File: config.mk
export PLATFORM = sky130hd
export DESIGN_NAME = defi_event_flags
export DESIGN_NICKNAME = d
export VERILOG_FILES = /design/src/defi_pkg.sv /design/src/defi_event_flags.sv
export SDC_FILE = /design/constraint.sdc
export NUM_CORES = 1
export LEC_CHECK = 0
export BUFFER_PORTS_ARGS = -buffer_cell sky130_fd_sc_hd__buf_2
export CORE_AREA = 3 3 59 61
export CTS_CLUSTER_DIAMETER = 60
export DETAILED_ROUTE_END_ITERATION = 12
export DIE_AREA = 0 0 62 64
export RECOVER_POWER = 50
export SETUP_SLACK_MARGIN = 0.05
export SYNTH_ARGS = -nofsm -noshare
export SYNTH_HDL_FRONTEND = slang
export SYNTH_SLANG_ARGS = --single-unit
File: constraint.sdc
create_clock -name clk -period 3 [get_ports clk]
set_input_delay 0.75 -clock clk [delete_from_list [all_inputs] [get_ports clk]]
set_output_delay 0.75 -clock clk [all_outputs]
set_load 0.01 [all_outputs]
File: src/defi_pkg.sv
// Package with register map, field positions and types for the event flags
package defi_pkg;
   localparam logic [6:0] CHECK_INTERRUPT_ENABLE_ADDR = 7'h05;
   localparam logic [6:0] EVENT_FLAGS_ADDR = 7'h06;
   localparam logic [6:0] CHECK_RESULT_ADDR = 7'h07;
   localparam logic [7:0] CHECK_INTERRUPT_ENABLE_RESET = 8'h00;
   localparam logic [7:0] EVENT_FLAGS_RESET = 8'h00;
   localparam logic [7:0] CHECK_RESULT_RESET = 8'h00;
   localparam logic [7:0] CHECK_ENABLE_MASK = 8'h1c;
   localparam logic [7:0] EVENT_FLAGS_MASK = 8'hf3;
   localparam int EN_AVG_PASS = 4;
   localparam int EN_AVG_FAIL = 3;
   localparam int EN_SMP_FAIL = 2;
   localparam int EV_PLL_LOST = 7;
   localparam int EV_PLL_LOCKED = 6;
   localparam int EV_SYNC_LOST = 5;
   localparam int EV_SYNC_LOCKED = 4;
   localparam int EV_FIFO_WARN1 = 1;
   localparam int EV_FIFO_WARN2 = 0;
   localparam int SYNC_QUIET_CYCLES = 4;
   localparam logic [1:0] FIFO_DIST_WARN1 = 2'h1;
   localparam logic [1:0] FIFO_DIST_WARN2 = 2'h2;

   // Register write request from the serial port
   typedef struct packed {
      logic wr;
      logic [6:0] addr;
      logic [7:0] data;
   } defi_wr_t;

   // Status inputs from the PLL, sync and FIFO machinery
   typedef struct packed {
      logic pll_lock;
      logic sync_aligned;
      logic sync_phase_req;
      logic sync_avg_done;
      logic [1:0] fifo_dist;
      logic avg_pass;
      logic avg_fail;
      logic smp_fail;
   } defi_status_t;
endpackage

File: src/defi_event_flags.sv
// Interrupt enable and event flag registers of the converter control set
// Functional notes
// - Enable bit 4 gates averaged-check pass interrupt
// - Enable bit 3 gates averaged-check fail interrupt
// - Enable bit 2 gates sample-check fail interrupt
// - Flag 7 latches PLL lock lost
// - Flag 6 sets when PLL locks
// - Flag 5 latches sync alignment lost
// - Flag 4 sets after quiet averaging cycles
// - Flag 1 sets at FIFO distance one
// - Flag 0 sets at FIFO distance two
// - Writing one clears a flag, zero keeps
`timescale 1ns/1ps
module defi_event_flags #(
   parameter int QUIET_CYCLES = defi_pkg::SYNC_QUIET_CYCLES
) (
   // Clock and reset
   input wire logic clk,
   input wire logic reset_n,
   // Register port, same clock domain
   input wire defi_pkg::defi_wr_t reg_wr,
   input wire logic [6:0] rd_addr,
   output logic [7:0] rd_data,
   // Event sources, already in this clock domain
   input wire defi_pkg::defi_status_t status,
   // Interrupt
   output logic irq
);
   // Counter width that holds any quiet length without wrapping
   localparam int QUIET_W =
      (QUIET_CYCLES < 1) ? 1 : $clog2(QUIET_CYCLES + 1);

   // Register state
   logic [7:0] enable_reg;
   logic [7:0] flags_reg;
   logic [7:0] check_reg;
   logic [QUIET_W-1:0] quiet_cnt;
   // Decoded write strobes
   logic enable_wr;
   logic flags_wr;
   logic check_wr;
   // Event and clear terms
   logic pll_fell;
   logic sync_fell;
   logic quiet_done;
   logic [7:0] set_vec;
   logic [7:0] clr_vec;
   logic [7:0] check_set;
   logic [7:0] check_clr;
   logic irq_next;

   // One strobe per register; writes to other addresses are ignored here
   assign enable_wr = reg_wr.wr &&
      (reg_wr.addr == defi_pkg::CHECK_INTERRUPT_ENABLE_ADDR);
   assign flags_wr = reg_wr.wr &&
      (reg_wr.addr == defi_pkg::EVENT_FLAGS_ADDR);
   assign check_wr = reg_wr.wr &&
      (reg_wr.addr == defi_pkg::CHECK_RESULT_ADDR);

   // Only the three check enables exist; reserved bits are not stored, so a
   // careless write there can never raise a stray interrupt
   always_ff @(posedge clk or negedge reset_n) begin
      if (!reset_n) begin
         enable_reg <= defi_pkg::CHECK_INTERRUPT_ENABLE_RESET;
      end else if (enable_wr) begin
         enable_reg <= reg_wr.data & defi_pkg::CHECK_ENABLE_MASK;
      end
   end

   // Count full averaging cycles with no phase request; the count holds at
   // its target so a long quiet spell cannot wrap it back to zero
   always_ff @(posedge clk or negedge reset_n) begin
      if (!reset_n) begin
         quiet_cnt <= '0;
      end else if (status.sync_phase_req) begin
         quiet_cnt <= '0;
      end else if (status.sync_avg_done && !quiet_done) begin
         quiet_cnt <= quiet_cnt + QUIET_W'(1);
      end
   end
   assign quiet_done = (quiet_cnt >= QUIET_W'(QUIET_CYCLES));

   // Lock lost: a previously locked PLL drops its lock level
   defi_fall_detect #(.IDLE_LEVEL(1'b0)) i_pll_fall (
      .clk(clk),
      .reset_n(reset_n),
      .level(status.pll_lock),
      .fell(pll_fell)
   );

   // Alignment lost: a previously aligned sync drops its level
   defi_fall_detect #(.IDLE_LEVEL(1'b0)) i_sync_fall (
      .clk(clk),
      .reset_n(reset_n),
      .level(status.sync_aligned),
      .fell(sync_fell)
   );

   // Event set terms; the locked and warning terms follow their levels, so
   // those flags come back after a clear while the condition lasts
   always_comb begin
      set_vec = 8'h00;
      set_vec[defi_pkg::EV_PLL_LOST] = pll_fell;
      set_vec[defi_pkg::EV_PLL_LOCKED] = status.pll_lock;
      set_vec[defi_pkg::EV_SYNC_LOST] = sync_fell;
      set_vec[defi_pkg::EV_SYNC_LOCKED] = quiet_done;
      set_vec[defi_pkg::EV_FIFO_WARN1] =
         (status.fifo_dist == defi_pkg::FIFO_DIST_WARN1);
      set_vec[defi_pkg::EV_FIFO_WARN2] =
         (status.fifo_dist == defi_pkg::FIFO_DIST_WARN2);
   end

   // Write-one-to-clear for the event flags; zeros leave a flag alone
   always_comb begin
      clr_vec = 8'h00;
      if (flags_wr) begin
         clr_vec = reg_wr.data & defi_pkg::EVENT_FLAGS_MASK;
      end
   end

   // Sticky event flags; a set in the clearing cycle wins, so an event that
   // lands on the clear is never lost
   always_ff @(posedge clk or negedge reset_n) begin
      if (!reset_n) begin
         flags_reg <= defi_pkg::EVENT_FLAGS_RESET;
      end else begin
         flags_reg <= (flags_reg & ~clr_vec) | set_vec;
      end
   end

   // Comparison events land on the bit positions of their enables
   always_comb begin
      check_set = 8'h00;
      check_set[defi_pkg::EN_AVG_PASS] = status.avg_pass;
      check_set[defi_pkg::EN_AVG_FAIL] = status.avg_fail;
      check_set[defi_pkg::EN_SMP_FAIL] = status.smp_fail;
   end

   // Write-one-to-clear for the latched comparison results
   always_comb begin
      check_clr = 8'h00;
      if (check_wr) begin
         check_clr = reg_wr.data & defi_pkg::CHECK_ENABLE_MASK;
      end
   end

   // Latched comparison results that the check enables gate; a result is
   // latched even while masked, so enabling later still reports it
   always_ff @(posedge clk or negedge reset_n) begin
      if (!reset_n) begin
         check_reg <= defi_pkg::CHECK_RESULT_RESET;
      end else begin
         check_reg <= (check_reg & ~check_clr) | check_set;
      end
   end

   // Readback of the two registers; other addresses read zero
   // The latched results are not readable on this port
   always_ff @(posedge clk or negedge reset_n) begin
      if (!reset_n) begin
         rd_data <= 8'h00;
      end else if (rd_addr == defi_pkg::CHECK_INTERRUPT_ENABLE_ADDR) begin
         rd_data <= enable_reg;
      end else if (rd_addr == defi_pkg::EVENT_FLAGS_ADDR) begin
         rd_data <= flags_reg;
      end else begin
         rd_data <= 8'h00;
      end
   end

   // Interrupt request from enabled check results only; the event flags
   // have their enables in a neighbouring register outside this block
   always_comb begin
      irq_next = 1'b0;
      if (check_reg[defi_pkg::EN_AVG_PASS] &&
          enable_reg[defi_pkg::EN_AVG_PASS]) begin
         irq_next = 1'b1;
      end
      if (check_reg[defi_pkg::EN_AVG_FAIL] &&
          enable_reg[defi_pkg::EN_AVG_FAIL]) begin
         irq_next = 1'b1;
      end
      if (check_reg[defi_pkg::EN_SMP_FAIL] &&
          enable_reg[defi_pkg::EN_SMP_FAIL]) begin
         irq_next = 1'b1;
      end
   end

   // Registered so the interrupt pin never glitches
   always_ff @(posedge clk or negedge reset_n) begin
      if (!reset_n) begin
         irq <= 1'b0;
      end else begin
         irq <= irq_next;
      end
   end
endmodule

// Falling-edge detector for a status level; the stored level resets to
// the idle level so a released reset cannot fake an edge
module defi_fall_detect #(
   parameter logic IDLE_LEVEL = 1'b0
) (
   // Clock and reset
   input wire logic clk,
   input wire logic reset_n,
   // Watched level and its falling edge
   input wire logic level,
   output logic fell
);
   logic level_reg;

   // Level seen at the previous edge
   always_ff @(posedge clk or negedge reset_n) begin
      if (!reset_n) begin
         level_reg <= IDLE_LEVEL;
      end else begin
         level_reg <= level;
      end
   end

   // High for the one cycle in which the level drops
   assign fell = level_reg && !level;
endmodule

==> qor.yml, run 1 <==
p_per_area_nw_per_um2: 431
totalNegativeSetupSlack_ns: 0
yosys_register_bits: 26
min_path_type: "reg -> reg"
die_x_um: 62
fillerInstances: 302
cts_made_buffers: 3
cts.sinks: 26
crit_required_ns: 3.20
clock_path_buffers: 2
holdPathStages: 1
status: "completed"
synth_nets: 121
finalCriticalPeriod_ns: 1.86
viasPerCell: 4.50
drive_gt1_frac: 0.359
diodes: 0
rr_worst_depth: 3
start_util: 0.348
die_height_um: 64
cts_resized: 0
layout.area.seq_sq_um: 651
grt_pass1_vias: 805
synth_compound_area_frac: 0.102
synthCells: 86
seq_area_frac_synth: 0.617
clockRootBuffer: "clkbuf_4"
htreeDepth: 1
clkTransAtPathRegs_ns: 0.13
dr.pass1.iters: 4
grt_pass1_wl_um: 3370
synthesis.area_sq_um: 1050
critPathArrivalTime_ns: 2.06
hold_start: "flags_reg[0]"
dp.cells: 172
track_usage: 0.112
layout_commonest_cell: "buf_2"
dp_hpwl_um: 1620
ys_warn_count: 0
timing.critical_path.fanout_max: 3
rrSetupSlack_ns: 1.90
critPathLaunchType: "primary input"
grt_max_degree: 27
synthAdderAreaFrac: 0.0119
final_cell_mix: "buf_2 (39), dfrtp_1 (26), inv_1 (8), nor2b_1 (6), nor2_1 (6)"
cts_tree: "yes"
drtIter0Drc: 31
drc: 0
overflow: 0
multi_input_area_sq_um: 374
rr_startpoint: "quiet_cnt[2]"
synth_xor_area_frac: 0
die-area_sq_um: 3970
p_leak_nw: 0.692
post-cts-setup-buffers: 0
syn_area_per_cell_sq_um: 12.3
tightest_slew_ns: 1.34
io_buffers: 42
maxCapViolCount: 0
cp-end-kind: "flip-flop"
place.gp.congestion: 0.731
synth-simple-area-share: 0.189
core_sq_um: 3030
num-nets-final: 168
min_to: "flags_reg[0]"
maxSlewViolCount: 0
setup_violations: 0
largest_reg_flops: 8
wirelength_um: 1990
ios: 43
finalClockSkew_ns: 0.00657
fin_crit_sh: 0.621
vias: 788
antenna_found_initial: 0
slew_headroom: 0.108
max_freq_ghz: 0.537
stdcell_count: 175
wl_per_cell_um: 11.4
clk_latency_ns: 0.30
synth_cell_type_count: 25
hold_violations: 0
final_antenna_net_count: 0
synth_top_family_by_area: "simple AND/OR/NAND/NOR gates"
vdd_drop_max_mv: 0.123
row_count: 20
crit_type: "in -> reg"
hold_ws_ns: 0.511
rsz0062_at_grt: "false"
muxShareOfSynthArea: 0.0522
cts_hold_buffers: 0
syn2layout_area_growth_pct: 26.9
rr_endpoint: "quiet_cnt[0]"
## synth_stat cells
master    instances  area, sq um
nor2b_1           6         37.5
or4b_1            1         10.0
nor4_1            2         12.5
mux2_4            3         45.0
dfrtp_1          26          651
a222oi_1          1         10.0
or3_4             1         11.3
nor2_1            6         22.5
o22a_1            2         17.5
a31oi_1           3         18.8
or2_2             1         6.26
a22oi_1           1         7.51
a21oi_1           2         10.0
nand3b_1          1         7.51
nand4b_1          1         8.76
and2_1            5         31.3
a21o_1            1         7.51
nand2b_1          3         18.8
inv_1             8         30.0
a221o_1           3         30.0
mux2i_1           1         10.0
o22ai_1           1         6.26
nand2_1           2         7.51
and3_1            4         25.0
ha_1              1         12.5
## worst max-delay path, cell delays in order
cell,delay (ns)
buf_2,0.10
or4b_1,0.53
or3_4,0.38
mux2_4,0.30
## worst max path at each step
stage	startpoint	cells after the start	slack (ns)	endpoint
floorplan	reg_wr[11]	3	0.93	enable_reg[2]
global placement	reg_wr[11]	4	0.82	enable_reg[3]
detailed placement	reg_wr[11]	4	0.81	enable_reg[3]
CTS	reg_wr[11]	4	1.15	enable_reg[3]
global route	reg_wr[11]	4	1.13	enable_reg[2]
finish	reg_wr[11]	4	1.14	enable_reg[2]
## through the flow
stage,setup WS [ns],power [mW],utilization,cell area (sq um)
after floorplan,0.933,0.409,-,1050
after global placement,0.822,0.446,0.436,1320
after detailed placement,0.810,0.450,0.436,1320
after CTS,1.15,0.588,0.443,1340
after global routing,1.13,0.612,0.442,1340
final,1.14,0.577,0.442,1340
## where the power goes
group / total (mW) / internal [mW] / switching, mW
registers: 0.374 / 0.366 / 0.00816
logic: 0.0664 / 0.0364 / 0.0300
clock network: 0.136 / 0.0468 / 0.0894
total: 0.577 / 0.449 / 0.128
## cell families after synthesis
kind of cell	after synthesis
simple gates	33
compound gates	14
fa+ha+maj	1
mux	4
buf+inv	8
flops	26
## cell type report
type                       instances  area share
timing repair buffer              42       0.154
inverter                           8      0.0224
tap                               44      0.0411
sequential                        26       0.486
clock buffer                       3      0.0168
multi-input combinational         52       0.279
## per-layer routing
metal / global-route usage / vias up / wire, um
met5: 0 / - / 0
met4: 0.0557 / 0 / 21
met3: 0.0121 / 2 / 132
met2: 0.181 / 29 / 958
met1: 0.145 / 364 / 880
li1: - / 393 / -
No activity file was read; power rests on OpenSTA's default activity.
==> run 2: changes to the inputs <==
==> constraint.sdc (replaced) <==
create_clock -name clk -period 1.7 [get_ports clk]
set_input_delay 0.425 -clock clk [delete_from_list [all_inputs] [get_ports clk]]
set_output_delay 0.425 -clock clk [all_outputs]
set_load 0.01 [all_outputs]
==> qor.yml, run 2 (synthesis gave the netlist of run 1 again) <==
cp-end-kind: "flip-flop"  # unchanged
drt-met1-wl_um: 849  # was 880 um
rsz0062_at_grt: "false"  # unchanged
num-nets-final: 168  # unchanged
comb_power_share: 0.109  # was 0.115
layout_commonest_cell: "buf_2"  # unchanged
diodes: 0  # unchanged
final_antenna_net_count: 0  # unchanged
p_leak_nw: 0.701  # was 0.692 nW
hold_violations: 0  # unchanged
rr_endpoint: "quiet_cnt[0]"  # unchanged
clockRootBuffer: "clkbuf_4"  # unchanged
wl_per_cell_um: 11.0  # was 11.4 um
clk_latency_ns: 0.31  # was 0.30 ns
htreeDepth: 1  # unchanged
drtIter0Drc: 20  # was 31
finalCriticalPeriod_ns: 1.52
min_to: "i_sync_fall.level_reg"  # was flags_reg[0]
vias: 777  # was 788
totalNegativeSetupSlack_ns: 0  # unchanged
dp_hpwl_um: 1570  # was 1620 um
vdd_drop_max_mv: 0.240  # was 0.123 mV
route.top_layer_used: "met4"  # unchanged
timing.critical_path.fanout_max: 3  # unchanged
cts_resized: 0  # unchanged
setup_violations: 0  # unchanged
dr.pass1.iters: 4  # unchanged
p_sw_mw: 0.235  # was 0.128 mW
die-area_sq_um: 3970  # unchanged
clkTransAtPathRegs_ns: 0.13  # about the same
cts_hold_buffers: 0  # unchanged
fillerInstances: 306  # was 302
viasPerCell: 4.41  # was 4.50
critPathLaunchType: "primary input"  # unchanged
holdPathStages: 1  # unchanged
antenna_found_initial: 0  # unchanged
tightest_slew_ns: 1.32  # was 1.34 ns
critPathArrivalTime_ns: 1.73  # was 2.06 ns
hold_start: "status[7]"  # was flags_reg[0]
clock_path_buffers: 2  # unchanged
layout.area.seq_sq_um: 651  # unchanged
wl_met3_um: 143  # was 132 um
rr_worst_depth: 3  # unchanged
clockPowerShare: 0.278  # was 0.236
wirelength_um: 1940  # was 1990 um
largest_reg_flops: 8  # unchanged
post-cts-setup-buffers: 0  # unchanged
min_path_type: "in -> reg"  # was reg -> reg
die_height_um: 64  # unchanged
rr_startpoint: "quiet_cnt[2]"  # unchanged
grt_max_degree: 27  # unchanged
cpMaxStageDelayCell: "or4b_4"  # was or4b_1
post-route-util: 0.448  # was 0.442
seq_power_share: 0.614  # was 0.649
grt_pass1_wl_um: 3220  # was 3370 um
track_usage: 0.106  # was 0.112
intPower_mw: 0.841  # was 0.449 mW
maxSlewViolCount: 0  # unchanged
multi_input_area_sq_um: 378  # was 374 sq um
die_x_um: 62  # unchanged
place.gp.congestion: 0.714  # was 0.731
fin_crit_sh: 0.893
final_cell_mix: "buf_2 (39), dfrtp_1 (26), inv_1 (8), nor2b_1 (6), nor2_1 (6)"  # unchanged
crit_required_ns: 1.91  # was 3.20 ns
maxCapViolCount: 0  # unchanged
crit_type: "in -> reg"  # unchanged
cts_tree: "yes"  # unchanged
place_area_sq_um: 1320  # about the same
row_count: 20  # unchanged
crit_chain: "buf_2, or4b_4, or3_4, mux2_4"  # was buf_2, or4b_1, or3_4, mux2_4
io_buffers: 42  # unchanged
slew_headroom: 0.121  # was 0.108
max_freq_ghz: 0.659
finalClockSkew_ns: 0.00193  # was 0.00657 ns
syn2layout_area_growth_pct: 28.6  # was 26.9%
drive_gt1_frac: 0.371  # was 0.359
rrSetupSlack_ns: 0.59  # was 1.90 ns
path_buf_inv: 1  # unchanged
overflow: 0  # unchanged
met2RoutedLength_um: 925  # was 958 um
switching_share: 0.219  # was 0.221
cts_made_buffers: 3  # unchanged
p_per_area_nw_per_um2: 794  # was 431 nW/um^2
core_sq_um: 3030  # unchanged
cpPeakStageDelay_ns: 0.52  # was 0.53 ns
cts.sinks: 26  # unchanged
hold_ws_ns: 0.221  # was 0.511 ns
fin_area_sq_um: 1360  # was 1340 sq um
grt_pass1_vias: 809  # was 805
ios: 43  # unchanged
drc: 0  # unchanged
status: "completed"  # unchanged
cpLargestDelayFamily: "simple AND/OR/NAND/NOR gates"  # unchanged
start_util: 0.348  # unchanged
## run 2: changes by cell type in the layout (fill, tap and decap cells not counted), sizes merged
cell and delta:
clkbuf +1
## run 2: cell type report
type	count	area share
repair buffers	42	0.152
flip-flops and latches	26	0.480
multi-input cells	52	0.279
clock buffers	4	0.0268
well taps	44	0.0406
inverters	8	0.0221
## run 2: power groups by stage
stage	clock network, mW	logic, mW	registers, mW
after floorplan	0	0.0502	0.672
after global placement	0	0.116	0.672
after detailed placement	0	0.120	0.673
after CTS	0.310	0.121	0.661
after global routing	0.334	0.134	0.664
final	0.299	0.117	0.660
## run 2: how the worst max path moves through the flow
stage / start / end / slack, ns / depth (start not counted)
finish: reg_wr[11] / enable_reg[3] / 0.18 / 4
global route: reg_wr[11] / enable_reg[3] / 0.18 / 4
CTS: reg_wr[11] / enable_reg[3] / 0.19 / 4
detailed placement: reg_wr[11] / enable_reg[3] / -0.16 / 4
global placement: reg_wr[11] / enable_reg[3] / -0.15 / 4
floorplan: reg_wr[11] / enable_reg[2] / -0.03 / 3
## run 2: metrics by stage
stage,power [mW],worst slack (ns),instances
final,1.08,0.182,176
after global routing,1.13,0.180,176
after CTS,1.09,0.191,176
after detailed placement,0.793,-0.160,172
after global placement,0.788,-0.146,172
after floorplan,0.722,-0.0276,86
## run 2: layer usage
metal,vias to the layer above,GRT usage
met5,-,0
met4,0,0.0477
met3,2,0.0141
met2,30,0.179
met1,352,0.129
li1,393,-
